<file path="config.mk">
export PLATFORM = sky130hd
export DESIGN_NAME = eqc_coeff_regs
export DESIGN_NICKNAME = d
export VERILOG_FILES = /design/src/eqc_pkg.sv /design/src/eqc_reg.sv /design/src/eqc_coeff_regs.sv
export SDC_FILE = /design/constraint.sdc
export NUM_CORES = 1
export LEC_CHECK = 0
export ABC_AREA = 1
export BUFFER_PORTS_ARGS = -buffer_cell sky130_fd_sc_hd__buf_4
export CAP_MARGIN = 5
export CORE_ASPECT_RATIO = 1.1
export CORE_MARGIN = 4
export CORE_UTILIZATION = 30
export CTS_BUF_LIST = sky130_fd_sc_hd__clkbuf_8
export DETAILED_ROUTE_END_ITERATION = 6
export GPL_ROUTABILITY_DRIVEN = 1
export SLEW_MARGIN = 20
export SYNTH_ARGS = -nofsm -noshare
export SYNTH_HDL_FRONTEND = slang
export SYNTH_SLANG_ARGS = --single-unit
</file>
<file path="constraint.sdc">
create_clock -name clk -period 15.6 [get_ports clk]
set_clock_uncertainty 0.1 [all_clocks]
set_input_delay 1.56 -clock clk [delete_from_list [all_inputs] [get_ports clk]]
set_output_delay 1.56 -clock clk [all_outputs]
set_load 0.02 [all_outputs]
</file>
<file path="src/eqc_pkg.sv">
/*
  package for the equalizer coefficient register bank: offsets, field
  layout, reset values, the unmapped read value and the carrier struct.
  assumes a 32-bit classic wishbone slave with byte addressing.
*/
package eqc_pkg;

  // ------------------------------------------------------------
  // register indices (byte address = 4 * index)
  // ------------------------------------------------------------
  localparam logic [11:0] EQC_IDX_TAP0   = 12'h418;  // free index picked for tap zero
  localparam logic [11:0] EQC_IDX_TAP1   = 12'h41a;
  localparam logic [11:0] EQC_IDX_TAP2   = 12'h41c;
  localparam logic [11:0] EQC_IDX_TAP3   = 12'h41e;
  localparam logic [11:0] EQC_IDX_TAP4   = 12'h420;
  localparam logic [11:0] EQC_IDX_MODE   = 12'h400;  // chosen: channel mode select

  // ------------------------------------------------------------
  // field layout and reset values
  // ------------------------------------------------------------
  localparam int          EQC_SIDE_W     = 12;       // side tap coefficient width
  localparam int          EQC_SIDE_REG_W = 16;       // side tap register width
  localparam int          EQC_CTR_W      = 18;       // center tap coefficient width
  localparam int          EQC_CTR_REG_W  = 24;       // center tap register width
  localparam logic [15:0] EQC_SIDE_RST   = 16'h0000;
  localparam logic [23:0] EQC_CTR_RST    = 24'h000000;
  localparam logic        EQC_MODE_RST   = 1'h0;     // 0 = dual channel
  localparam logic [31:0] EQC_UNMAPPED   = 32'h00000000;

  // five taps held in this bank, center is the last of them
  localparam int          EQC_NTAPS      = 5;

  // ------------------------------------------------------------
  // carrier: coefficients handed to the filter datapaths
  // ------------------------------------------------------------
  typedef struct packed {
    logic signed [17:0] tap4;   // center tap, 18-bit signed
    logic signed [11:0] tap3;
    logic signed [11:0] tap2;
    logic signed [11:0] tap1;
    logic signed [11:0] tap0;
  } eqc_coeff_type;

endpackage

</file>
<file path="src/eqc_reg.sv">
/*
  one read/write register with byte-lane write enables.
  assumes a single clock and an asynchronous active-high reset.
*/
`timescale 1ns/1ns
module eqc_reg
  import eqc_pkg::*;
#(
  parameter int          WIDTH = 16,
  parameter logic [31:0] RST   = 32'h00000000
) (
  // clock and reset
  input  wire logic             clk,
  input  wire logic             sys_rst,
  // write side
  input  wire logic             wr_en,
  input  wire logic [3:0]       wr_sel,
  input  wire logic [31:0]      wr_data,
  // stored value
  output logic      [WIDTH-1:0] value
);

  // ------------------------------------------------------------
  // storage
  // ------------------------------------------------------------
  // the write bus is 32 bits wide, so a wider register could never be filled
  if (WIDTH < 1 || WIDTH > 32) begin : g_width_check
    $error("eqc_reg width out of range");
  end

  // one process owns the whole word; each bit follows its byte lane
  always_ff @(posedge clk or posedge sys_rst) begin
    if (sys_rst) begin
      value <= RST[WIDTH-1:0];
    end else if (wr_en) begin
      for (int b = 0; b < WIDTH; b++) begin
        if (wr_sel[b/8]) begin
          value[b] <= wr_data[b];
        end
      end
    end
  end

endmodule

</file>
<file path="src/eqc_coeff_regs.sv">
/*
  equalizer fir coefficient register bank, taps zero to four (channel a
  or the shared filter). software reaches it over classic wishbone.
  assumes the filter datapath sits outside and reads coeff_a / coeff_shared.
*/
// Implementation choice: register access over Wishbone.
// Function
// - side tap fields 11:0 are signed two's complement
// - dual mode feeds channel a, single feeds shared
// - tap zero register is first tap, resets zero
// - second tap at 0x41a, rw, resets zero
// - third tap at 0x41c, rw, resets zero
// - fourth tap at 0x41e, rw, resets zero
// - fifth tap at 0x420, 24 bits, resets zero
// - fifth tap is center, 18-bit signed field
`timescale 1ns/1ns
module eqc_coeff_regs
  import eqc_pkg::*;
#(
  parameter int ADDR_W = 14
) (
  // clock and reset
  input  wire logic          clk,
  input  wire logic          sys_rst,
  // wishbone slave
  input  wire logic          wb_cyc_i,
  input  wire logic          wb_stb_i,
  input  wire logic          wb_we_i,
  input  wire logic [ADDR_W-1:0] wb_adr_i,
  input  wire logic [3:0]    wb_sel_i,
  input  wire logic [31:0]   wb_dat_i,
  output logic      [31:0]   wb_dat_o,
  output logic               wb_ack_o,
  // coefficients to the filters
  output eqc_coeff_type      coeff_a,
  output eqc_coeff_type      coeff_shared,
  output logic               single_mode
);

  // ------------------------------------------------------------
  // parameter checks
  // ------------------------------------------------------------
  // the word index is cut from bits 13:2, so a narrower bus misses the map
  if (ADDR_W < 14) begin : g_addr_check
    $error("ADDR_W too small for the register map");
  end

  // ------------------------------------------------------------
  // bus decode
  // ------------------------------------------------------------
  logic        req;        // live request with no ack yet given
  logic [11:0] idx;        // word index of the access
  logic        wr_go;      // write strobe, one cycle, the one before the ack
  logic [15:0] tap0;       // side tap registers
  logic [15:0] tap1;
  logic [15:0] tap2;
  logic [15:0] tap3;
  logic [23:0] tap4;       // center tap register
  logic        mode;       // 1 = single channel
  logic [31:0] next_rdata; // read mux

  // ack is registered so the master sees one wait state; not acking
  // twice in a row keeps a held request from writing twice
  // one access, edges counted from the one at which stb is first seen:
  //   edge 1: request taken, register written, ack rises
  //   edge 2: master samples ack, takes read data, drops stb
  //   edge 2 also: ack low again, the bus is free for the next request
  assign req   = wb_cyc_i && wb_stb_i && !wb_ack_o;
  assign idx   = wb_adr_i[13:2];
  assign wr_go = req && wb_we_i;

  // ack the cycle after the request, drop it the cycle after
  always_ff @(posedge clk or posedge sys_rst) begin
    if (sys_rst) begin
      wb_ack_o <= 1'b0;
    end else begin
      wb_ack_o <= req;
    end
  end

  // ------------------------------------------------------------
  // registers
  // ------------------------------------------------------------
  // upper reserved bits are stored too, since they are read/write
  // tap zero: first filter tap
  eqc_reg #(
    .WIDTH (EQC_SIDE_REG_W),
    .RST   ({16'h0000, EQC_SIDE_RST})
  ) u_tap0 (
    .clk     (clk),
    .sys_rst (sys_rst),
    .wr_en   (wr_go && idx == EQC_IDX_TAP0),
    .wr_sel  (wb_sel_i),
    .wr_data (wb_dat_i),
    .value   (tap0)
  );
  // tap one: second filter tap
  eqc_reg #(
    .WIDTH (EQC_SIDE_REG_W),
    .RST   ({16'h0000, EQC_SIDE_RST})
  ) u_tap1 (
    .clk     (clk),
    .sys_rst (sys_rst),
    .wr_en   (wr_go && idx == EQC_IDX_TAP1),
    .wr_sel  (wb_sel_i),
    .wr_data (wb_dat_i),
    .value   (tap1)
  );
  // tap two: third filter tap
  eqc_reg #(
    .WIDTH (EQC_SIDE_REG_W),
    .RST   ({16'h0000, EQC_SIDE_RST})
  ) u_tap2 (
    .clk     (clk),
    .sys_rst (sys_rst),
    .wr_en   (wr_go && idx == EQC_IDX_TAP2),
    .wr_sel  (wb_sel_i),
    .wr_data (wb_dat_i),
    .value   (tap2)
  );
  // tap three: fourth filter tap
  eqc_reg #(
    .WIDTH (EQC_SIDE_REG_W),
    .RST   ({16'h0000, EQC_SIDE_RST})
  ) u_tap3 (
    .clk     (clk),
    .sys_rst (sys_rst),
    .wr_en   (wr_go && idx == EQC_IDX_TAP3),
    .wr_sel  (wb_sel_i),
    .wr_data (wb_dat_i),
    .value   (tap3)
  );
  // tap four: center tap, the one 24-bit register of the bank
  eqc_reg #(
    .WIDTH (EQC_CTR_REG_W),
    .RST   ({8'h00, EQC_CTR_RST})
  ) u_tap4 (
    .clk     (clk),
    .sys_rst (sys_rst),
    .wr_en   (wr_go && idx == EQC_IDX_TAP4),
    .wr_sel  (wb_sel_i),
    .wr_data (wb_dat_i),
    .value   (tap4)
  );

  // channel mode select, bit 0 of the mode register
  // only bit 0 is stored; the rest of that word reads zero
  always_ff @(posedge clk or posedge sys_rst) begin
    if (sys_rst) begin
      mode <= EQC_MODE_RST;
    end else if (wr_go && idx == EQC_IDX_MODE && wb_sel_i[0]) begin
      mode <= wb_dat_i[0];
    end
  end

  // ------------------------------------------------------------
  // read data
  // ------------------------------------------------------------
  // plain mux on the index; registered below so wb_dat_o is a flop
  always_comb begin
    case (idx)
      EQC_IDX_TAP0: next_rdata = {16'h0000, tap0};
      EQC_IDX_TAP1: next_rdata = {16'h0000, tap1};
      EQC_IDX_TAP2: next_rdata = {16'h0000, tap2};
      EQC_IDX_TAP3: next_rdata = {16'h0000, tap3};
      EQC_IDX_TAP4: next_rdata = {8'h00, tap4};
      EQC_IDX_MODE: next_rdata = {31'h00000000, mode};
      default:      next_rdata = EQC_UNMAPPED; // unmapped reads zero, writes dropped
    endcase
  end

  // read data registered alongside the ack
  always_ff @(posedge clk or posedge sys_rst) begin
    if (sys_rst) begin
      wb_dat_o <= 32'h00000000;
    end else if (req && !wb_we_i) begin
      wb_dat_o <= next_rdata;
    end
  end

  // ------------------------------------------------------------
  // coefficient routing to the filters
  // ------------------------------------------------------------
  eqc_coeff_type next_coeff; // fields cut out of the registers

  // only the coefficient fields go on; reserved bits stay in the bank
  always_comb begin
    next_coeff.tap0 = $signed(tap0[EQC_SIDE_W-1:0]);
    next_coeff.tap1 = $signed(tap1[EQC_SIDE_W-1:0]);
    next_coeff.tap2 = $signed(tap2[EQC_SIDE_W-1:0]);
    next_coeff.tap3 = $signed(tap3[EQC_SIDE_W-1:0]);
    next_coeff.tap4 = $signed(tap4[EQC_CTR_W-1:0]);
  end

  // the unused destination sees zeros so a stale set never leaks in
  always_ff @(posedge clk or posedge sys_rst) begin
    if (sys_rst) begin
      coeff_a      <= '0;
      coeff_shared <= '0;
      single_mode  <= EQC_MODE_RST;
    end else begin
      single_mode  <= mode;
      coeff_a      <= mode ? '0 : next_coeff;
      coeff_shared <= mode ? next_coeff : '0;
    end
  end
endmodule

</file>
Word level (Yosys, flattened, before mapping):

Index checks and enable logic that the tools add are counted.

* register bits after elaboration: 255
* output and inout bits: 166
* bits of input ports: 55
* word-level logic and storage cells: 58

* mux-type cells: 3
* equality and inequality tests: 6
* reduce and logical (&&, ||, !) cells: 24

Operator list (number)
* 24-bit one-hot mux with 6 select lines: 1
* 66-bit two-way mux: 2
* 12-bit by 11-bit equality test with 1-bit output (second input constant): 6
* 2-bit AND reduction: 11
* 1-bit logical AND: 11
* 1-bit logical NOT: 2

Depth between registers and ports, before layout:

* depth after elaboration: 5
* gate-level depth with buffers: 10
* gate-level depth less buffers: 9

Modules after synthesis:

From an unflattened synthesis, not the netlist that was laid out.

* cells, all modules: 1104
* area total of the unflattened synthesis: 10047.1 um2

Modules (own cells, without submodules)
* eqc_coeff_regs: area an instance 6492.5 um2, cells an instance 714, instances 1, sequential area each 3978.8 um2
* eqc_reg at u_tap0 ...: area an instance 645.6 um2, cells an instance 71, instances 4, sequential area each 400.4 um2
* eqc_reg at u_tap4: area an instance 972.2 um2, cells an instance 106, instances 1, sequential area each 600.6 um2

Worst setup path after synthesis:

No wires, ideal clock.

* path type: in2reg
* from: input wb_adr_i[9]
* to: register u_tap4.value[10]
* required time: 15.381 ns
* setup time: 0.119 ns
* path buffers: 1
* slack: 12.775 ns
* arrival: 2.606 ns
* stages: 9
* cell sequence: nor2_1 -> nand2_1 -> nor2_4 -> nand2_2 -> nor2_4 -> nand2_4 -> buf_6 -> nand2_1 -> o21ai_2

* word-level cells in the longest chain between the ends: 3

Ends and longest elaborated chain
* start, declared: RTL line eqc_coeff_regs.sv:29 `input wire logic [ADDR_W-1:0] wb_adr_i,`
* 12-bit by 11-bit equality test with 1-bit output: RTL line eqc_coeff_regs.sv:140 `.wr_en (wr_go && idx == EQC_IDX_TAP4),`
* 1-bit logical AND: RTL line eqc_coeff_regs.sv:140
* 2-bit AND reduction (no line)
* end signal, assigned: RTL line eqc_reg.sv:34 `value <= RST[WIDTH-1:0];`
* end signal, assigned by index: RTL line eqc_reg.sv:38 `value[b] <= wr_data[b];`
* end, declared: RTL line eqc_reg.sv:20 `output logic [WIDTH-1:0] value`

No other way between the ends.
A chain may end at the register's enable or synchronous reset.

Worst setup path in the final report:

* from: input wb_adr_i[13]
* to: register u_tap4.value[17]

The elaborated chain is that of the path after synthesis.

==> flow_summary.ini <==
[logic_synthesis]
ys_seq_area_frac = 0.631
synth.lib_cells_used.distinct = 27
synth_area_mm2 = 0.00979
synth.most_common_cell = dfrtp_1
postSynthCellCount = 1027
synth_top_cell_by_area = dfrtp_1
synth_top_area_frac = 0.631
synthTopCellsByArea = dfrtp_1, nand2_1, inv_1
synth_ff_type = dfrtp_1
ys_seq_elements = 247
synthArstFlopShare = 1.00
synth_edf_count = 0
syn_avg_cell_area_um2 = 9.53
yosys_warnings = 0
synth_common_cells = dfrtp_1, nand2_1, inv_1, nand3_1, nor2_1

[status]
status = complete, no violations

[place]
place_congestion = 0.823
dp_cells = 1616
dpl.hpwl_mm = 18.6
port_buffers = 201

[global_route]
first_global_vias = 6963
grt_pass1_wl_mm = 40.2
grtUsageTotal = 0.145
grt_max_degree = 136
overflow = 0
antenna_found_initial = 1

[setup_path]
crit_type = input port to register
r2r-end = coeff_a[55]
rrSetupSlack_ns = 13.61
worst_r2r_path_depth = 2
startpoint_type = input port
rr_startpoint = mode
end_kind = register
critical_path_required_ns = 15.93
path_max_fanout = 62
crit_arrival_ns = 3.77

[routing]
drt_iter0_markers = 435
drc = 0
detail-route-antenna-nets = 0
first_pass_iters = 5
routed_wl_mm = 26.2
wl_per_cell_um = 15.5
viasPerCell = 4.27
num_vias = 7235

[floorplanning]
io_pins = 221
die_area_mm2 = 0.0356
rows = 69
initial_core_util = 0.303
die_w_um = 180
die_y_um = 197
coreArea_mm2 = 0.0323

[hold_path]
min_to = u_tap4.value[23]
min_path_cells = 2
hold_class = register to register
hp-start = u_tap4.value[23]

[finish]
syn2layout_area_growth_pct = 28.3
fill_cells = 3280
final_cells = 1694
drive_gt1_frac = 0.253
final_nets = 1292

[timing]
slew_violations = 0
hold_viol = 0
min_period_ns = 3.43
setup_violations = 0
rsz0062_at_grt = false
tns_ns = 0
max_slew.worst_pin.slew_ns = 1.07
whs_ns = 0.373
fmax_ghz = 0.291
finalCritPeriodShare = 0.220
maxSlewHeadroom = 0.286

[cts]
clkTransAtPathRegs_ns = 0.05
clkSinkCount = 247
clk_latency_ns = 0.57
cts_setup_buffers = 0
cts_hold_buf = 0
cts_buffers = 45
cts_root_buf = clkbuf_8
cts_tree = yes
htreeDepth = 2
clk_path_buf_depth = 3
cts-resized-gates = 0

[power_and_ir_drop]
total_leakage_power_uw = 0.00705
ir_worst_vdd_uv = 70.7
power.density_mw_per_mm2 = 105

[job]
maxCapViolations = 0
==> metrics by stage <==
| stage | total power (µW) | cell area [µm²] | util | setup slack (ns) |
|---|---|---|---|---|
| after floorplan | 679 | 9820 | - | 7.15 |
| after global placement | 697 | 11600 | 0.360 | 11.53 |
| after detailed placement | 698 | 11600 | 0.360 | 11.49 |
| after CTS | 1340 | 12600 | 0.389 | 12.09 |
| after global routing | 1380 | 12600 | 0.389 | 11.80 |
| final | 1320 | 12600 | 0.389 | 12.17 |
==> final cells by class <==
cell class | instances | area [µm²] | share of cell area
timing repair buffer | 207 | 1550 | 0.124
sequential | 247 | 6180 | 0.493
multi-input combinational | 564 | 2690 | 0.214
antenna | 1 | 2.50 | 0.000199
clock inverter | 22 | 181 | 0.0144
tap | 426 | 533 | 0.0424
inverter | 172 | 653 | 0.0520
clock buffer | 55 | 757 | 0.0603
==> power by group <==
part / switching, µW / internal, µW / total [µW]
clock network: 266 / 368 / 634
registers: 0.592 / 642 / 643
logic: 31.7 / 11.0 / 42.7
total: 298 / 1020 / 1320
==> flip-flops by register name (all words and copies together) (netlist names) <==
register,flops
u_tap2.value,16
coeff_shared,66
wb_dat_o,24
mode,1
coeff_a,66
u_tap0.value,16
u_tap4.value,24
wb_ack_o,1
u_tap1.value,16
u_tap3.value,16
single_mode,1
==> placed cells by master, fill, tap and decap left out, types with 6 or more instances in the layout <==
master / Yosys / routed
nand2_2: 8 / 8
nand2_1: 237 / 237
nor2_1: 82 / 81
nand2_4: 6 / 6
conb_1: 1 / 8
nand3_1: 90 / 90
o21ai_0: 27 / 27
nand4_1: 15 / 15
clkbuf_8: 0 / 55
o21bai_1: 15 / 15
dfrtp_1: 247 / 246
nor2_4: 6 / 6
inv_1: 169 / 181
o21ai_2: 16 / 16
buf_4: 8 / 207
o21ai_1: 44 / 44
==> cell families after synthesis <==
| logic type | share of synthesized area |
|---|---|
| compound gates | 0.0642 |
| other cells | 0.000383 |
| buf+inv | 0.0966 |
| simple gates | 0.207 |
| flops | 0.631 |
==> worst max-delay path, stage by stage <==
cell     delay, ns
buf_4         0.11
nor2_1        0.12
nand2_2       0.15
inv_2         0.81
nand2_2       0.28
nor2_4        0.31
nand2_1       0.24
nand2_1       0.11
nand2_1       0.06
==> worst max path at each step <==
stage | from | end | slack, ns | depth (start not counted)
detailed placement | sys_rst | coeff_shared[65] | 11.49 | 4
global placement | sys_rst | u_tap4.value[17] | 11.53 | 4
floorplan | sys_rst | coeff_a[0] | 7.15 | 1
global route | sys_rst | coeff_shared[65] | 11.80 | 4
CTS | sys_rst | coeff_shared[65] | 12.09 | 4
finish | wb_adr_i[13] | u_tap4.value[17] | 12.17 | 9
==> routing by layer <==
| metal | track usage | share of wire | wire (µm) |
|---|---|---|---|
| met1 | 0.186 | 0.42 | 11100 |
| met2 | 0.228 | 0.45 | 11900 |
| met3 | 0.0510 | 0.090 | 2360 |
| met4 | 0.0524 | 0.032 | 846 |
| met5 | 0 | 0.00050 | 13 |
No activity file was read; power rests on OpenSTA's default activity.
